<file path="src/core/smci_pkg.sv">
// Constants, field layout and state type for the static memory controller.
// Assumes one 100 MHz clock; test clock muxing is done outside the block.
//
// Overview of operation
// - Act only on the region whose select, registers or memory, is high.
// - Wait response stays high while another cycle is needed.
// - Error response high reports a failed transfer, low a good one.
// - Retract is error and last responses raised together.
// - Last response high ends the ongoing burst sequence.
// - Master drives system data on writes, controller drives it on reads.
// - Test takeover high claims the external bus as a 32-bit test bus.
// - Test data-in enable low drives external input data onto system data.
// - Test data-out enable low drives the latched system data out.
// - Test latch loads system data on each clock edge while its enable is low, holds when high.
// - Endian select 1 means big-endian lanes, 0 means little-endian.
// - Scan mode high leaves every tristate output undriven.
// - Request the shared external bus; use it only while granted.
// - Four active-low lane drives, lane n covers external byte n.
// - One chip select per bank, polarity set per bank.
// - Shared output enable and write enable are active-low strobes.
// - Four active-low byte-lane selects, bit n selects byte n.
// - External wait polarity follows the accessed bank's setting.
// - 23-bit external address derived from the 26-bit system address.
// - Enabled external wait extends access until release or count expiry.
// - On reads lane selects all high if read-lane bit 0, all low if 1.

package smci_pkg;

  localparam int NUM_BANKS = 8;
  localparam int SYS_ADDR_W = 26;
  localparam int EXT_ADDR_W = 23;
  localparam int DATA_W = 32;
  localparam int LANES = 4;
  localparam int BANK_LSB = 23;
  localparam int REG_IDX_LSB = 2;
  localparam int REG_IDX_W = 3;
  localparam int REG_SPAN_LSB = 5;

  // Bank configuration word
  localparam logic [31:0] CFG_RESET = 32'h1000FBEF;
  localparam logic [31:0] CFG_MASK = 32'h3FE0FFEF;
  localparam int BIT_BM = 27;
  localparam int BIT_WP = 26;
  localparam int BIT_WPERR = 25;
  localparam int BIT_BUSERR = 24;
  localparam int BIT_CSPOL = 23;
  localparam int BIT_EXT_WAIT_ENABLE = 22;
  localparam int BIT_EXT_WAIT_POLARITY = 21;
  localparam int WST2_LSB = 11;
  localparam int BIT_READ_LANE_ASSERT = 10;
  localparam int WST1_LSB = 5;
  localparam int IDCY_LSB = 0;
  localparam int WST_W = 5;
  localparam int IDCY_W = 4;

  localparam logic [1:0] SIZE_BYTE = 2'h0;
  localparam logic [1:0] SIZE_HALF = 2'h1;
  localparam logic [LANES-1:0] LANES_ALL = 4'hF;
  localparam logic [LANES-1:0] LANES_NONE = 4'h0;
  localparam logic [LANES-1:0] LANE_LOW = 4'h1;
  localparam logic [LANES-1:0] LANE_HIGH = 4'h8;
  localparam logic [LANES-1:0] HALF_LOW = 4'h3;
  localparam logic [LANES-1:0] HALF_HIGH = 4'hC;

  // Cycles a memory request waits for the bus grant before retracting
  localparam logic [7:0] GRANT_WAIT = 8'h40;

  typedef enum logic [2:0] {
    ST_IDLE = 3'b000,
    ST_ONE = 3'b001,
    ST_REQ = 3'b010,
    ST_TURN = 3'b011,
    ST_ACC = 3'b100
  } smci_state_t;

endpackage

</file>
<file path="src/core/smci_core.sv">
// Static memory controller core: bus slave, bank registers, external pins.
// Assumes bus inputs synchronous to clk; pads resolve the enables.
//
// Decided for this implementation: the placing of the registers and the plain strobed port.
`timescale 1ns/1ns

module smci_core #(
  parameter logic [7:0] GRANT_WAIT = smci_pkg::GRANT_WAIT
) (
  input wire logic clk,
  input wire logic rst_n,
  input wire logic [smci_pkg::SYS_ADDR_W-1:0] busAddr,
  input wire logic busWrite,
  input wire logic [1:0] busSize,
  input wire logic cfgRegionSelect,
  input wire logic memRegionSelect,
  input wire logic [smci_pkg::DATA_W-1:0] busDataIn,
  output logic [smci_pkg::DATA_W-1:0] busDataOut,
  output logic busDataOe,
  output logic busWait,
  output logic busError,
  output logic busLast,
  input wire logic testTakeover,
  input wire logic testDinEn_n,
  input wire logic testDoutEn_n,
  input wire logic testDoutLatchEn_n,
  input wire logic endianSelect,
  input wire logic scanTestMode,
  output logic extBusRequest,
  input wire logic extBusGrant,
  input wire logic [smci_pkg::DATA_W-1:0] extDataIn,
  input wire logic extWaitIn,
  output logic [smci_pkg::DATA_W-1:0] extDataOut,
  output logic [smci_pkg::EXT_ADDR_W-1:0] extAddress,
  output logic [smci_pkg::LANES-1:0] extLaneDrive_n,
  output logic [smci_pkg::NUM_BANKS-1:0] bankChipSelect,
  output logic extOutputEnable_n,
  output logic extWriteEnable_n,
  output logic [smci_pkg::LANES-1:0] extByteLane_n
);

  // ----------------------------------------
  // Declarations
  // ----------------------------------------
  smci_pkg::smci_state_t state_reg, state_next;
  logic [31:0] bankCfg_reg [smci_pkg::NUM_BANKS];
  logic [smci_pkg::SYS_ADDR_W-1:0] reqAddr_reg;
  logic [smci_pkg::DATA_W-1:0] reqData_reg, testLatch_reg;
  logic [1:0] reqSize_reg;
  logic reqWrite_reg, reqCfg_reg, reqWpErr_reg, reqBig_reg;
  logic lastWasRead_reg, waitSeen_reg;
  logic [smci_pkg::WST_W-1:0] cnt_reg, cnt_next;
  logic [7:0] grantCnt_reg;
  logic [31:0] cfgSel;
  logic [smci_pkg::REG_IDX_W-1:0] regIdx;
  logic regValid, waitAsserted, cntZero, accept, wpErr, retract, accDone;
  logic needTurn, accNext;
  logic [smci_pkg::LANES-1:0] laneSel;
  logic [smci_pkg::NUM_BANKS-1:0] csActive, csPolVec;

  // Byte lanes touched by a transfer of the given size and offset
  function automatic logic [smci_pkg::LANES-1:0] laneMask(
    input logic [1:0] size, input logic [1:0] ofs, input logic big);
    logic [smci_pkg::LANES-1:0] m;
    m = smci_pkg::LANES_ALL;
    if (size == smci_pkg::SIZE_BYTE) begin
      m = big ? (smci_pkg::LANE_HIGH >> ofs) : (smci_pkg::LANE_LOW << ofs);
    end else if (size == smci_pkg::SIZE_HALF) begin
      m = (ofs[1] ^ big) ? smci_pkg::HALF_HIGH : smci_pkg::HALF_LOW;
    end
    return m;
  endfunction

  // ----------------------------------------
  // Decode
  // ----------------------------------------
  always_comb begin
    cfgSel = bankCfg_reg[reqAddr_reg[smci_pkg::SYS_ADDR_W-1:smci_pkg::BANK_LSB]];
    regIdx = busAddr[smci_pkg::REG_IDX_LSB +: smci_pkg::REG_IDX_W];
    regValid = (busAddr[smci_pkg::SYS_ADDR_W-1:smci_pkg::REG_SPAN_LSB] == '0);
    waitAsserted = (extWaitIn == cfgSel[smci_pkg::BIT_EXT_WAIT_POLARITY]);
    cntZero = (cnt_reg == '0);
    accept = (state_reg == smci_pkg::ST_IDLE) && !testTakeover
      && (cfgRegionSelect || memRegionSelect);
    wpErr = !cfgRegionSelect && busWrite
      && bankCfg_reg[busAddr[smci_pkg::SYS_ADDR_W-1:smci_pkg::BANK_LSB]]
        [smci_pkg::BIT_WP];
    retract = (state_reg == smci_pkg::ST_REQ) && !extBusGrant
      && (grantCnt_reg == GRANT_WAIT);
    // release or count expiry ends access
    accDone = (state_reg == smci_pkg::ST_ACC) && extBusGrant && (cntZero
      || (cfgSel[smci_pkg::BIT_EXT_WAIT_ENABLE] && waitSeen_reg && !waitAsserted));
    needTurn = (reqWrite_reg == lastWasRead_reg);
    laneSel = laneMask(reqSize_reg, reqAddr_reg[1:0], reqBig_reg);
    for (int b = 0; b < smci_pkg::NUM_BANKS; b++) begin
      csPolVec[b] = bankCfg_reg[b][smci_pkg::BIT_CSPOL];
    end
  end

  // ----------------------------------------
  // Transfer sequencer
  // ----------------------------------------
  always_comb begin
    state_next = state_reg;
    cnt_next = cnt_reg;
    unique case (state_reg)
      smci_pkg::ST_IDLE: begin
        if (accept) begin
          state_next = (cfgRegionSelect || wpErr) ? smci_pkg::ST_ONE
            : smci_pkg::ST_REQ;
        end
      end
      smci_pkg::ST_ONE: begin
        state_next = smci_pkg::ST_IDLE;
      end
      smci_pkg::ST_REQ: begin
        if (extBusGrant) begin
          state_next = smci_pkg::ST_TURN;
          cnt_next = needTurn ? smci_pkg::WST_W'(cfgSel[smci_pkg::IDCY_LSB +:
            smci_pkg::IDCY_W]) : '0;
        end else if (retract) begin
          state_next = smci_pkg::ST_IDLE;
        end
      end
      smci_pkg::ST_TURN: begin
        // losing the grant returns to the request state
        if (!extBusGrant) begin
          state_next = smci_pkg::ST_REQ;
        end else if (cntZero) begin
          state_next = smci_pkg::ST_ACC;
          cnt_next = reqWrite_reg
            ? cfgSel[smci_pkg::WST2_LSB +: smci_pkg::WST_W]
            : cfgSel[smci_pkg::WST1_LSB +: smci_pkg::WST_W];
        end else begin
          cnt_next = cnt_reg - 1'b1;
        end
      end
      smci_pkg::ST_ACC: begin
        if (!extBusGrant) begin
          state_next = smci_pkg::ST_REQ;
        end else if (accDone) begin
          state_next = smci_pkg::ST_IDLE;
        end else if (!cntZero) begin
          cnt_next = cnt_reg - 1'b1;
        end
      end
      default: begin
        state_next = smci_pkg::ST_IDLE;
      end
    endcase
    accNext = (state_next == smci_pkg::ST_ACC);
  end

  always_ff @(posedge clk or negedge rst_n) begin
    if (!rst_n) begin
      state_reg <= smci_pkg::ST_IDLE;
      cnt_reg <= '0;
      grantCnt_reg <= '0;
      waitSeen_reg <= 1'b0;
      lastWasRead_reg <= 1'b1;
    end else begin
      state_reg <= state_next;
      cnt_reg <= cnt_next;
      grantCnt_reg <= (state_reg == smci_pkg::ST_REQ && !extBusGrant)
        ? grantCnt_reg + 1'b1 : '0;
      if (state_reg != smci_pkg::ST_ACC) begin
        waitSeen_reg <= 1'b0;
      end else if (cfgSel[smci_pkg::BIT_EXT_WAIT_ENABLE] && waitAsserted) begin
        // wait seen, now hold for release
        waitSeen_reg <= 1'b1;
      end
      if (accDone) begin
        lastWasRead_reg <= !reqWrite_reg;
      end
    end
  end

  // Request capture; direction and size sampled with the address
  always_ff @(posedge clk or negedge rst_n) begin
    if (!rst_n) begin
      reqAddr_reg <= '0;
      reqData_reg <= '0;
      reqSize_reg <= '0;
      reqWrite_reg <= 1'b0;
      reqCfg_reg <= 1'b0;
      reqWpErr_reg <= 1'b0;
      reqBig_reg <= 1'b0;
    end else if (accept) begin
      reqAddr_reg <= busAddr;
      reqData_reg <= busDataIn;
      reqSize_reg <= busSize;
      reqWrite_reg <= busWrite;
      reqCfg_reg <= cfgRegionSelect;
      reqWpErr_reg <= wpErr;
      reqBig_reg <= endianSelect;
    end
  end

  // ----------------------------------------
  // Bank configuration registers
  // ----------------------------------------
  logic [smci_pkg::REG_IDX_W-1:0] reqIdx;
  logic reqRegValid;
  always_ff @(posedge clk or negedge rst_n) begin
    if (!rst_n) begin
      reqIdx <= '0;
      reqRegValid <= 1'b0;
    end else if (accept) begin
      reqIdx <= regIdx;
      reqRegValid <= regValid;
    end
  end

  always_ff @(posedge clk or negedge rst_n) begin
    if (!rst_n) begin
      for (int b = 0; b < smci_pkg::NUM_BANKS; b++) begin
        bankCfg_reg[b] <= smci_pkg::CFG_RESET;
      end
    end else begin
      for (int b = 0; b < smci_pkg::NUM_BANKS; b++) begin
        if (state_reg == smci_pkg::ST_ONE && reqCfg_reg && reqWrite_reg
            && reqRegValid && reqIdx == b) begin
          // Status flags are write-one-to-clear, not stored
          bankCfg_reg[b] <= (reqData_reg & smci_pkg::CFG_MASK
            & ~(32'h1 << smci_pkg::BIT_WPERR) & ~(32'h1 << smci_pkg::BIT_BUSERR))
            | (bankCfg_reg[b] & ~reqData_reg
            & ((32'h1 << smci_pkg::BIT_WPERR) | (32'h1 << smci_pkg::BIT_BUSERR)));
        end
        // Hardware sets come last so they win over a clear
        if (state_reg == smci_pkg::ST_ONE && reqWpErr_reg
            && reqAddr_reg[smci_pkg::SYS_ADDR_W-1:smci_pkg::BANK_LSB] == b) begin
          bankCfg_reg[b][smci_pkg::BIT_WPERR] <= 1'b1;
        end
        if (retract
            && reqAddr_reg[smci_pkg::SYS_ADDR_W-1:smci_pkg::BANK_LSB] == b) begin
          bankCfg_reg[b][smci_pkg::BIT_BUSERR] <= 1'b1;
        end
      end
    end
  end

  // ----------------------------------------
  // Bus responses
  // ----------------------------------------
  always_ff @(posedge clk or negedge rst_n) begin
    if (!rst_n) begin
      busWait <= 1'b0;
      busError <= 1'b0;
      busLast <= 1'b0;
    end else begin
      busError <= 1'b0;
      busLast <= 1'b0;
      if (accept) begin
        // at least one wait cycle per transfer
        busWait <= 1'b1;
      end else if (state_reg == smci_pkg::ST_ONE) begin
        busWait <= 1'b0;
        busError <= reqWpErr_reg || (reqCfg_reg && !reqRegValid);
      end else if (retract) begin
        busWait <= 1'b0;
        busError <= 1'b1;
        busLast <= 1'b1;
      end else if (accDone) begin
        busWait <= 1'b0;
        // nonburst banks end the burst every transfer
        busLast <= !cfgSel[smci_pkg::BIT_BM];
      end
    end
  end

  always_ff @(posedge clk or negedge rst_n) begin
    if (!rst_n) begin
      busDataOut <= '0;
      busDataOe <= 1'b0;
    end else begin
      busDataOe <= 1'b0;
      if (scanTestMode) begin
        busDataOe <= 1'b0;
      end else if (!testDinEn_n) begin
        busDataOut <= extDataIn;
        busDataOe <= 1'b1;
      end else if (state_reg == smci_pkg::ST_ONE && reqCfg_reg
          && !reqWrite_reg) begin
        // drive read data in the completion cycle
        busDataOut <= reqRegValid ? bankCfg_reg[reqIdx] : '0;
        busDataOe <= 1'b1;
      end else if (accDone && !reqWrite_reg) begin
        busDataOut <= extDataIn;
        busDataOe <= 1'b1;
      end
    end
  end

  // ----------------------------------------
  // External pins
  // ----------------------------------------
  // latch follows system data while enabled
  always_ff @(posedge clk or negedge rst_n) begin
    if (!rst_n) begin
      testLatch_reg <= '0;
    end else if (!testDoutLatchEn_n) begin
      testLatch_reg <= busDataIn;
    end
  end

  always_ff @(posedge clk or negedge rst_n) begin
    if (!rst_n) begin
      extBusRequest <= 1'b0;
      extAddress <= '0;
      extDataOut <= '0;
      extOutputEnable_n <= 1'b1;
      extWriteEnable_n <= 1'b1;
      extByteLane_n <= smci_pkg::LANES_ALL;
      extLaneDrive_n <= smci_pkg::LANES_ALL;
    end else begin
      // request while a memory access or test takeover runs
      extBusRequest <= testTakeover || state_next == smci_pkg::ST_REQ
        || state_next == smci_pkg::ST_TURN || accNext;
      extAddress <= reqAddr_reg[smci_pkg::EXT_ADDR_W-1:0];
      extDataOut <= !testDoutEn_n ? testLatch_reg : reqData_reg;
      extOutputEnable_n <= !(accNext && !reqWrite_reg);
      extWriteEnable_n <= !(accNext && reqWrite_reg);
      if (!accNext) begin
        extByteLane_n <= smci_pkg::LANES_ALL;
      end else if (reqWrite_reg) begin
        extByteLane_n <= ~laneSel;
      end else begin
        extByteLane_n <= cfgSel[smci_pkg::BIT_READ_LANE_ASSERT] ? smci_pkg::LANES_NONE
          : smci_pkg::LANES_ALL;
      end
      if (scanTestMode) begin
        extLaneDrive_n <= smci_pkg::LANES_ALL;
      end else if (!testDoutEn_n) begin
        extLaneDrive_n <= smci_pkg::LANES_NONE;
      end else if (accNext && reqWrite_reg) begin
        extLaneDrive_n <= ~laneSel;
      end else begin
        extLaneDrive_n <= smci_pkg::LANES_ALL;
      end
    end
  end

  generate
    for (genvar g = 0; g < smci_pkg::NUM_BANKS; g++) begin : gCs
      assign csActive[g] = accNext
        && reqAddr_reg[smci_pkg::SYS_ADDR_W-1:smci_pkg::BANK_LSB] == g;
      always_ff @(posedge clk or negedge rst_n) begin
        if (!rst_n) begin
          bankChipSelect[g] <= 1'b1;
        end else begin
          bankChipSelect[g] <= csPolVec[g] ? csActive[g] : !csActive[g];
        end
      end
    end
  endgenerate
endmodule

</file>
<file path="config.mk">
export PLATFORM = sky130hd
export DESIGN_NAME = smci_core
export DESIGN_NICKNAME = d
export VERILOG_FILES = /design/src/core/smci_pkg.sv /design/src/core/smci_core.sv
export SDC_FILE = /design/constraint.sdc
export NUM_CORES = 1
export LEC_CHECK = 0
export BUFFER_PORTS_ARGS = -buffer_cell sky130_fd_sc_hd__buf_2
export CAP_MARGIN = 0
export CORE_MARGIN = 1.5
export CORE_UTILIZATION = 35
export DETAILED_ROUTE_END_ITERATION = 7
export PLACE_DENSITY_LB_ADDON = 0.05
export SYNTH_ARGS = -nofsm -noshare
export SYNTH_HDL_FRONTEND = slang
export SYNTH_SLANG_ARGS = --single-unit
</file>
<file path="constraint.sdc">
create_clock -name clk -period 2.8 [get_ports clk]
set_input_delay 0.14 -clock clk [delete_from_list [all_inputs] [get_ports clk]]
set_output_delay 0.14 -clock clk [all_outputs]
set_load 0.005 [all_outputs]
</file>
======== Word-level counts from Yosys, hierarchy flattened ========
Index checks and enable logic that the tools add are counted.
storage, ports and cells
  bits in registers ....................... 468
  bits in latches ......................... 0
  RAM bits ................................ 0
  memory bits (read-only) ................. 0
  bits of input ports ..................... 105
  memories ................................ 0
cells by class
  $add $sub $neg .......................... 2
  multiply operators ...................... 0
  div/mod/pow operators ................... 0
  magnitude comparators ................... 3
  eq/ne operators ......................... 32
  shift-type cells ........................ 2
  muxes and demuxes ....................... 92
  bitwise logic cells ..................... 23
  reduce and logical (&&, ||, !) cells .... 103
operators by type and width
  cell                                                             count
  32-bit binary-select mux with 3-bit select                       3
  30-bit by 26-bit OR with 30-bit output                           8
  32-bit 2-to-1 mux                                                7
  26-bit AND                                                       8
  26-bit 2-to-1 mux                                                8
  28-bit 2-to-1 mux                                                2
  27-bit 2-to-1 mux                                                2
  1-bit logical AND                                                52
  4-bit 2-to-1 mux                                                 11
  1-bit 2-to-1 mux                                                 41
  5-bit 2-to-1 mux                                                 7
  2-bit nonzero test                                               17
  3-bit == test, second input constant                             10
  26-bit NOT                                                       1
  3-bit by 2-bit == test with 1-bit output, second input constant  8
  21-bit zero test                                                 1
  3-bit 2-to-1 mux                                                 7
  1-bit zero test                                                  17
  5-bit one-hot mux with 3 select lines                            1
  4-bit greater-or-equal comparator, second input constant         3
  3-bit NOT with 4-bit output                                      3
  3-bit one-hot mux with 4 select lines                            1
  2-bit inequality test, second input constant                     5
  3-bit by 1-bit == test with 1-bit output, second input constant  3
  other kinds (22)                                                 31

======== Longest topological paths before layout ========
Gate-level depths: netlist of run 1.
  depth after elaboration ................. 17
  gate-level depth with buffers ........... 10

======== Least setup slack after synthesis of run 1 ========
No wires, ideal clock.
  path type ............................... reg2reg
  from .................................... register reqAddr_reg[23] (netlist bit)
  to ...................................... register busDataOut[10] (netlist bit)
  arrival ................................. 2.218 ns
  data required time ...................... 2.675 ns
  path slack .............................. 0.457 ns
  cell stages (with the launch flop) ...... 9
  buffers on the path ..................... 2
  period minus slack after synthesis ...... 2.343 ns
  path through ............................ dfrtp_1 -> buf_6 -> mux4_2 -> mux2i_1 -> xor2_1 -> o21ai_2 -> a21boi_4 -> buf_12 -> mux2_4
between the ends
  longest elaborated chain between the ends .. 12
  elaborated cells between the ends (all ways) .. 13
  those cells by class .................... eq/ne (2); mux (3); bitwise (1); reduce/logical (7)
ends and longest elaborated chain
  item                                                                   line              text
  start, declared                                                        smci_core.sv:47   logic [smci_pkg::SYS_ADDR_W-1:0] reqAddr_reg;
  start signal, assigned                                                 smci_core.sv:189  reqAddr_reg <= busAddr;
  3-bit NOT with 4-bit output (implied by the code) (*)                  smci_core.sv:78   cfgSel = bankCfg_reg[reqAddr_reg[smci_pkg::SYS_ADDR_W-1:smci_pkg::BANK_LSB]];
  32-bit binary-select mux with 3-bit select (*)                         smci_core.sv:78
  28-bit 2-to-1 mux (implied by the code) (*) (2 in series)              smci_core.sv:78
  1-bit == test                                                          smci_core.sv:81   waitAsserted = (extWaitIn == cfgSel[smci_pkg::BIT_EXT_WAIT_POLARITY]);
  1-bit zero test                                                        smci_core.sv:92   || (cfgSel[smci_pkg::BIT_EXT_WAIT_ENABLE] && waitSeen_reg && !waitAsserted));
  1-bit logical AND (*)                                                  smci_core.sv:92
  1-bit logical OR (*)                                                   smci_core.sv:92
  1-bit logical AND (*)                                                  smci_core.sv:91   accDone = (state_reg == smci_pkg::ST_ACC) && extBusGrant && (cntZero
  1-bit logical AND (*)                                                  smci_core.sv:287  end else if (accDone && !reqWrite_reg) begin
  3-bit by 1-bit inequality test with 1-bit output (no source line) (*)  n/a
  2-bit AND reduction (no source line) (*)                               n/a
  end signal, assigned                                                   smci_core.sv:280  busDataOut <= extDataIn;
  end signal, assigned                                                   smci_core.sv:285  busDataOut <= reqRegValid ? bankCfg_reg[reqIdx] : '0;
  end signal, assigned                                                   smci_core.sv:288  busDataOut <= extDataIn;
  end, declared                                                          smci_core.sv:18   output logic [smci_pkg::DATA_W-1:0] busDataOut,
Mark *: on every way between the ends. The rest lies on a longest branch, timed or not. The select of a mux whose other input is x is not followed.
A chain may end at the register's enable or synchronous reset.

======== Worst setup path in the final report of run 1 ========
  from .................................... register reqAddr_reg[23] (netlist bit)
  to ...................................... register busDataOut[2] (netlist bit)
The elaborated chain is that of the path after synthesis.

==> impl_metrics.toml, run 1 <==
[place]
hpwl_mm = 35.1
dpl_cell_area_mm2 = 0.0213
gp_congestion = 0.802
io_buffers = 214

[logic_synthesis]
synth_edf_count = 0
ys_ff_latch = 417
yosysSeqAreaShare_pct = 55.6
syn-cell-area_mm2 = 0.0191
ys_types = 60
avgSynthCellArea_um2 = 13.2
synth_area_leaders = "dfrtp_1 (36%), dfstp_2 (19%), mux2_2 (15%)"
yosysMostFrequentCell = "dfrtp_1"
synth_top_area_cell = "dfrtp_1"
synth_ff_type = "dfrtp_1"
ys_async_sr_fraction_pct = 100
yosys-top-cells-count = "dfrtp_1 (278), nand2_1 (261), mux2_2 (251)"
synth_nets = 1559
yosysWarnings = 0
synthCells = 1450
synth_top_area_share_pct = 36.5

[detailed_routing]
routedWlPerCell_um = 21.3
drtIter0Drc = 671
drtAntennaViolNets = 0
drcViolationCount = 0
wl_mm = 53.5
vias_per_cell = 5.03
vias = 12600
dr.pass1.iters = 7

[floorplanning]
die_area_mm2 = 0.0559
num_rows = 85
start_util_pct = 35.5
fp.coreArea_mm2 = 0.0538
die_h_um = 236
num_io_pins = 215
die_w_um = 236

[finish]
fin_area_mm2 = 0.0240
drive_gt1_share_pct = 47.7
area_growth_pct = 25.6
fin_nets = 1878
largest_reg_flops = 192
fillers = 4922
diodes = 0

[critical_path]
crit_fanout = 33
worst_setup_path_start_kind = "flop"
crit_chain = "mux4_2 > mux2i_1 > xor2_1 > buf_4 > o21ai_2 > a21boi_4 > buf_12 > mux2_2"
critPathKind = "reg2reg"
critPathCaptureType = "flop"
arrival_ns = 3.03
crit_slowest_cell = "mux4_2"
max_stage_delay_ns = 0.51
cp_top_family = "multiplexers"
cp.required_ns = 3.26
crit_buf_inv = 2

[clock_tree]
cts_hold_buf = 99
cts.path.max_buffers = 3
cts_resized = 0
cts_buffers = 50
post_cts_buffers = 0
clkTransAtPathRegs_ns = 0.05
cts-htree-levels = 2
insertion_delay_ns = 0.59
tritoncts = "built"
cts_root_buffer = "clkbuf_16"
cts.sinks = 417

[run]
drv_cap = 0

[timing]
worst_pin_slew_ns = 0.890
fin_tns_setup_ns = 0
finalSetupViolations = 0
clock_skew_ns = 0.0205
slew_headroom_pct = 40.7
hold_ws_ns = 0.154
finalCritPeriodShare_pct = 91.8
hold_viol = 0
final.min_clock_period_ns = 2.57
rsz0062_at_grt = "no"
slew_violations = 0
fmax_ghz = 0.389

[hold_path]
hold_path_class = "in2async"

[power]
clockPowerShare_pct = 34.2
seqPwrFrac_pct = 41.8
leakage_nw = 10.8
p_sw_share_pct = 31.9
vdd_ir_drop_max_v = 0.000466
intPower_mw = 13.3
pwr_density_cell_mw_per_mm2 = 815
power_frac_comb_pct = 24.0
netSwitchingPower_mw = 6.24

[run_status]
status = "completed"

[global_routing]
grt_start_max_net_pins = 86
antenna_found_initial = 2
track_usage_pct = 19.4
grt_pass1_wl_mm = 83.1
overflow = 0
first_global_vias = 13400
==> layer usage <==
metal  GRT usage (%)  up-vias  wire, um
met5               0        -         0
met4            5.19        0      1050
met1            27.8     6430     25500
li1                -     5801         -
met2            30.7      311     24600
met3            3.17       64      2360
==> cell families after synthesis <==
family | count (synthesis) | synth area share (%)
and+or+nand+nor | 366 | 8.19
DFF | 417 | 55.6
muxes | 393 | 28.1
adders and majority gates | 4 | 0.262
AOI/OAI and AO/OA | 130 | 4.16
buffers and inverters | 123 | 2.96
xor gates and xnor gates | 17 | 0.780
==> path summary, 6_finish.rpt <==
kind                                      start          endpoint  slack [ns]  cells after the start
worst max-delay path            reqAddr_reg[23]     busDataOut[2]        0.23                      8
worst min-delay path                      rst_n     busDataOut[9]        0.15                      2
worst max register to register  reqAddr_reg[23]     busDataOut[2]        0.23                      8
worst min register to register  reqAddr_reg[20]    extAddress[20]        0.37                      0
max in group asynchronous                 rst_n  bankCfg_reg[194]        1.70                      3
min in group clk                memRegionSelect    reqSize_reg[0]        0.16                      4
==> through the flow <==
| stage | util (%) | worst slack, ns | total power [mW] | instances |
|---|---|---|---|---|
| 2_1_floorplan | - | 0.457 | 10.8 | 1450 |
| 3_3_place_gp | 39.5 | 0.251 | 12.9 | 2314 |
| 3_5_place_dp | 39.5 | 0.253 | 13.0 | 2314 |
| 4_1_cts | 44.5 | 0.219 | 19.9 | 2507 |
| 5_1_grt | 44.5 | 0.157 | 20.7 | 2507 |
| 6_report | 44.5 | 0.229 | 19.5 | 2507 |
==> final cells by class <==
| class | instances | area [um2] | area share, % |
|---|---|---|---|
| Inverter | 15 | 56.3 | 0.235 |
| Sequential cell | 417 | 10600 | 44.3 |
| Clock buffer | 83 | 1560 | 6.49 |
| Timing Repair Buffer | 375 | 2760 | 11.5 |
| Clock inverter | 11 | 156 | 0.653 |
| Multi-Input combinational cell | 910 | 7950 | 33.2 |
| Tap cell | 696 | 871 | 3.63 |
==> worst register-to-register path: stages, from the launching register on <==
cell and delay (ns):
dfrtp_2 0.42, mux4_2 0.51, mux2i_1 0.17, xor2_1 0.26
buf_4 0.19, o21ai_2 0.08, a21boi_4 0.17, buf_12 0.26
mux2_2 0.39
==> cell usage in the layout (no fill, tap or decap), types with 4 or more instances in the layout <==
cell type,n
a21oi_1,17
a31oi_1,4
and2_1,4
and3_1,6
buf_12,18
buf_2,213
buf_4,44
clkbuf_1,16
clkbuf_16,51
clkbuf_8,16
clkinv_2,5
dfrtp_1,274
dfstp_2,139
dlygate4sd3_1,99
ha_1,4
inv_1,14
mux2_2,251
mux2_4,21
mux2i_1,41
mux4_2,80
nand2_1,261
nand2b_1,9
nand3_1,15
nor2_1,31
nor2b_1,6
nor3_1,6
nor4_1,6
o21ai_0,63
o22ai_1,15
or2_2,4
or3_1,4
xnor2_1,10
xor2_1,7
==> power groups by stage <==
stage | Clock, mW | Combinational (mW) | Sequential [mW]
5_1_grt | 7.14 | 5.17 | 8.35
3_3_place_gp | 0 | 4.66 | 8.27
2_1_floorplan | 0 | 3.18 | 7.60
3_5_place_dp | 0 | 4.67 | 8.28
4_1_cts | 6.91 | 4.79 | 8.19
6_report | 6.67 | 4.69 | 8.17
Note: power is estimated with default switching activity, not from simulation.
==> run 2, diff against run 1 <==
Settings changed: ABC_AREA from default to 1, CORE_UTILIZATION 35 to 30.
==> run 2 against run 1 <==
  * Sequential power is 6.0% lower
  * Non-clock buffer count rose by 6
  * Synthesized area is 3.3% lower
  * Die area up 13%
  * Combinational power is 28% higher
  * Maximum frequency rose by 0.15%
  * Utilization is 5.6 points lower
  * Final area is 1.6% lower
  * Power up 5.0%
  * Critical path type unchanged
  * Critical endpoint is now reqAddr_reg[4]
  * Largest cell class unchanged
==> impl_metrics.toml, run 2 <==
[global_routing]
grt_start_max_net_pins = 73
track_usage_pct = 20.5
first_global_vias = 15700
grt_pass1_wl_mm = 99.0
antenna_found_initial = 2
overflow = 0

[critical_path]
crit_fanout = 8
cp-startpoint = "state_reg[0]"
cp.required_ns = 3.33
critPathKind = "reg2reg"
reg2reg_from = "state_reg[0]"
rr_endpoint = "reqAddr_reg[4]"
worst_setup_path_start_kind = "flop"
cp-endpoint = "reqAddr_reg[4]"
critPathCaptureType = "flop"
arrival_ns = 3.10
reg2reg_depth = 6
rrSetupSlack_ns = 0.23

[timing]
rsz0062_at_grt = "no"
slew_headroom_pct = 36.3
finalSetupViolations = 0
worst_pin_slew_ns = 0.956
final.min_clock_period_ns = 2.57
finalCritPeriodShare_pct = 91.7
hold_ws_ns = 0.0610
hold_viol = 0
clock_skew_ns = 0.0182
fmax_ghz = 0.389
fin_tns_setup_ns = 0
slew_violations = 0

[logic_synthesis]
yosysSeqAreaShare_pct = 57.5
synthXorXnorAreaFrac_pct = 0.569
synth_area_leaders = "dfrtp_1 (38%), dfstp_2 (20%), nand2_1 (16%)"
synthSimpleGateAreaFrac_pct = 21.9
synth_nets = 2225
avgSynthCellArea_um2 = 8.72
synth_top_area_cell = "dfrtp_1"
synthCells = 2116
synth_top_area_share_pct = 37.7
ys_ff_latch = 417
yosysMostFrequentCell = "nand2_1"
synthAdderAreaFrac_pct = 0.271
yosys-top-cells-count = "nand2_1 (796), dfrtp_1 (278), o21ai_0 (277)"
synthMuxAreaShare_pct = 1.95
syn-cell-area_mm2 = 0.0185
ys_types = 41
synth-compound-area-share_pct = 13.2
synth_ff_type = "dfrtp_1"
synth_top_family_by_area = "simple AND/OR/NAND/NOR gates"
yosysWarnings = 0
ys_async_sr_fraction_pct = 100
synth_edf_count = 0

[finish]
fillers = 6215
multi_input_area_mm2 = 0.00702
register_area_mm2 = 0.0106
largest_reg_flops = 192
drive_gt1_share_pct = 22.5
fin_nets = 2542
mostFrequentLayoutCells = "nand2_1 (796), dfrtp_1 (278), o21ai_0 (277)"
final_util_pct = 38.9
layout_commonest_cell = "nand2_1"
area_growth_pct = 27.8
diodes = 0

[clock_tree]
cts.path.max_buffers = 3
cts_buffers = 50
cts-htree-levels = 2
cts.sinks = 417
insertion_delay_ns = 0.60
tritoncts = "built"
clkTransAtPathRegs_ns = 0.06
cts_root_buffer = "clkbuf_16"

[power]
leakage_nw = 10.2
pwr_density_cell_mw_per_mm2 = 870
power.total_mw = 20.5
vdd_ir_drop_max_v = 0.000447

[place]
io_buffers = 214
gp_congestion = 0.809
hpwl_mm = 40.5

[floorplanning]
die_h_um = 251
num_rows = 90
die_w_um = 251
start_util_pct = 30.5
die_area_mm2 = 0.0630
fp.coreArea_mm2 = 0.0606
num_io_pins = 215

[detailed_routing]
vias = 15900
drtIter0Drc = 1266
vias_per_cell = 4.89
routedWlPerCell_um = 19.9
wl_mm = 64.9
dr.pass1.iters = 5
drtAntennaViolNets = 0
drcViolationCount = 0

[hold_path]
hold_path_class = "in2reg"

[run]
drv_cap = 0

[run_status]
status = "completed"
## run 2: cell types whose count changed after synthesis, moves of 47 or more
cell	change
clkbuf_1	+50
nand2_1	+535
inv_1	+90
a41oi_1	+47
mux4_2	-80
o21ai_0	+214
mux2_2	-219
nand3_1	+49
## run 2: stage by stage
stage | instances | instance area (um2) | worst slack, ns
after detailed placement | 3057 | 20800 | 0.480
after global routing | 3256 | 23600 | 0.0415
final | 3256 | 23600 | 0.233
after floorplan | 2116 | 18500 | 0.927
after global placement | 3057 | 20800 | 0.472
after CTS | 3256 | 23600 | 0.156
## run 2: critical path, stage by stage, from the launching register on
cell and delay [ns]:
dfrtp_1 0.40, or2_2 0.34, nor4_4 0.45, nand2_1 0.10, dlygate4sd3_1 0.58, o21ai_0 0.08
dlygate4sd3_1 0.56
## run 2: repair_timing
item / in CTS / in global routing
setup endpoints to repair: 0 / 1
setup buffers: 0 / 0
hold buffers: 106 / 0
hold endpoints to repair: 204 / 0
gates resized for setup: 0 / 1
## run 2: kinds of logic (layout without fill, tap and decap cells)
kind of cell,Yosys count,after routing
buf+inv,224,582
xor+xnor,12,12
flops,417,417
compound gates,429,429
fa+ha+maj,4,4
mux,32,32
simple gates,998,998
## run 2: area by class of cell
cell class	instances	area share [%]
multi-input cells	1475	29.8
well taps	782	4.15
flip-flops and latches	417	45.0
clock buffers	71	6.38
inverters	108	1.72
repair buffers	381	12.0
clock inverters	22	1.00
## run 2: power breakdown
part	leakage, nW	switching, mW	internal (mW)
logic	4.39	4.22	1.75
registers	4.93	0.556	7.13
clock network	0.872	2.67	4.18
total	10.2	7.45	13.1
## run 2: worst min path at each step
stage                          from          endpoint  slack [ns]  cells past startpoint
after floorplan               rst_n  bankCfg_reg[106]       -0.16                      0
after global routing      extWaitIn      waitSeen_reg        0.05                      4
after detailed placement      rst_n     extAddress[1]        0.20                      1
after global placement        rst_n     extAddress[0]        0.20                      1
after CTS                 extWaitIn      waitSeen_reg        0.01                      4
final                     extWaitIn      waitSeen_reg        0.06                      4
## run 2: metal layers
metal	share of wire, %	track usage (%)
met5	0	0
met1	50	30.7
met4	1.8	4.96
met3	5.1	2.72
met2	43	31.2
==> run 3, diff against run 2 <==
Settings changed: PLACE_DENSITY_LB_ADDON 0.05 to 0.15.
==> run 3 against run 2 <==
  * Clock-buffer cell count grew 4
  * Sequential power is essentially flat
  * Global-route usage shrank 0.76 points
  * Die area is the same
  * Maximum frequency grew 1.7%
  * Via count grew 0.48%
  * Largest cell class unchanged
  * Combinational power shrank 3%
  * Setup slack gained 0.042 ns
  * Hold slack gained 0.024 ns
  * Clock skew grew 0.0011 ns
  * Power shrank 3.5%
  * Largest power group unchanged
  * Cell count shrank 0.15%
==> impl_metrics.toml, run 3 (synthesis results as in run 2) <==
[run_status]
status = "completed"

[timing]
hold_viol = 0
finalCritPeriodShare_pct = 90.2
fin_tns_setup_ns = 0
clock_skew_ns = 0.0193
finalSetupViolations = 0
final.min_clock_period_ns = 2.53
rsz0062_at_grt = "no"
fmax_ghz = 0.396
slew_headroom_pct = 39.6
worst_pin_slew_ns = 0.905
hold_ws_ns = 0.0846
slew_violations = 0

[critical_path]
arrival_ns = 2.99
rrSetupSlack_ns = 0.27
reg2reg_depth = 11
critPathKind = "reg2reg"
crit_fanout = 6
worst_path_most_repeated_cell = "nand2_1"
max_stage_delay_ns = 0.55
crit_slowest_cell = "dlygate4sd3_1"
crit_chain = "inv_1 > nand2_1 > nor2_1 > inv_1 > nor2_2 > nand2_1 > a221oi_1 > nand2_1 > nor2_1 > nand3_1 > dlygate4sd3_1"
worst_setup_path_start_kind = "flop"
cp.required_ns = 3.26
critPathCaptureType = "flop"
rr_endpoint = "extBusRequest"
reg2reg_from = "state_reg[2]"

[power]
leakage_nw = 10.1
vdd_ir_drop_max_v = 0.000414
pwr_density_cell_mw_per_mm2 = 847
power.total_mw = 19.8

[floorplanning]
start_util_pct = 30.5
die_h_um = 251
die_w_um = 251
die_area_mm2 = 0.0630
num_rows = 90
fp.coreArea_mm2 = 0.0606
num_io_pins = 215

[finish]
register_area_mm2 = 0.0106
fillers = 6179
fin_nets = 2536
mostFrequentLayoutCells = "nand2_1 (796), dfrtp_1 (278), o21ai_0 (277)"
multi_input_area_mm2 = 0.00701
layout_commonest_cell = "nand2_1"
drive_gt1_share_pct = 22.1
area_growth_pct = 26.6
largest_reg_flops = 192

[global_routing]
track_usage_pct = 19.8
first_global_vias = 16100
grt_start_max_net_pins = 78
overflow = 0
antenna_found_initial = 4
grt_pass1_wl_mm = 96.0

[clock_tree]
cts_buffers = 49
clkTransAtPathRegs_ns = 0.06
tritoncts = "built"
insertion_delay_ns = 0.59
cts_root_buffer = "clkbuf_16"
cts-htree-levels = 2
cts.sinks = 417
cts.path.max_buffers = 3
post_cts_buffers = 0

[detailed_routing]
routedWlPerCell_um = 19.1
wl_mm = 62.2
drtAntennaViolNets = 0
drcViolationCount = 0
dr.pass1.iters = 5
vias_per_cell = 4.92
drtIter0Drc = 1244
vias = 16000

[run]
drv_cap = 0

[place]
gp_congestion = 0.855
hpwl_mm = 40.7
io_buffers = 214

[hold_path]
hold_path_class = "in2async"
-- run 3: cell count changes in the layout (fill, tap and decap cells not counted), moves of 2 or more --
cell           previous run  this run
nor2_2                    4         6
clkinv_1                  2         4
bufinv_16                 5         2
clkinv_2                 15        10
dlygate4sd3_1           106       101
clkbuf_1                  7        17
clkbuf_8                 11         6
nor2_4                    3         1
-- run 3: area by class of cell --
class                   count  share of cell area, %
clock inverters            17                  0.611
flip-flops and latches    417                   45.4
well taps                 782                   4.19
clock buffers              75                   6.20
inverters                 108                   1.74
diodes                      1                 0.0107
repair buffers            376                   11.8
multi-input cells        1475                   30.0
-- run 3: metrics by stage --
step	instances	utilization (%)	setup WS (ns)	instance area [um2]
after floorplan	2116	-	0.927	18500
after global placement	3057	34.3	0.293	20800
after detailed placement	3057	34.3	0.387	20800
after CTS	3250	38.6	0.0945	23400
after global routing	3250	38.6	0.0668	23400
final	3251	38.6	0.274	23400
-- run 3: what timing repair did --
action                                  in CTS  in global routing
hold endpoints to repair                   272                  0
endpoints found under the setup margin       0                  1
gates resized for setup                      0                  1
hold buffers                               101                  0
-- run 3: how the worst max path moves through the flow --
stage,slack (ns),startpoint,to
5_1_grt,0.07,state_reg[2],extBusRequest
2_1_floorplan,0.93,cnt_reg[0],busDataOut[10]
4_1_cts,0.09,state_reg[2],extBusRequest
3_3_place_gp,0.29,state_reg[0],bankChipSelect[2]
6_report,0.27,state_reg[2],extBusRequest
3_5_place_dp,0.39,state_reg[0],bankChipSelect[3]
-- run 3: routing by layer --
| metal | share of wire, % | vias up | global-route usage, % | routed length [um] |
|---|---|---|---|---|
| met2 | 45 | 463 | 31.2 | 28100 |
| met5 | 0.021 | - | 0 | 13 |
| met1 | 47 | 7809 | 27.8 | 29300 |
| met4 | 2.3 | 2 | 5.68 | 1430 |
| li1 | - | 7614 | - | - |
| met3 | 5.3 | 105 | 3.42 | 3300 |
-- run 3: critical path: cells and delay by family, from the launching register on --
kind / cells / cell delay [ns]
flops: 1 / 0.42
compound gates: 1 / 0.29
buf+inv: 3 / 0.72
simple gates: 7 / 0.98
-- run 3: report_power, final --
group | total [mW] | internal (mW) | switching, mW
Combinational | 5.78 | 1.76 | 4.02
Clock | 6.33 | 3.75 | 2.59
Sequential | 7.69 | 7.13 | 0.561
Total | 19.8 | 12.6 | 7.16
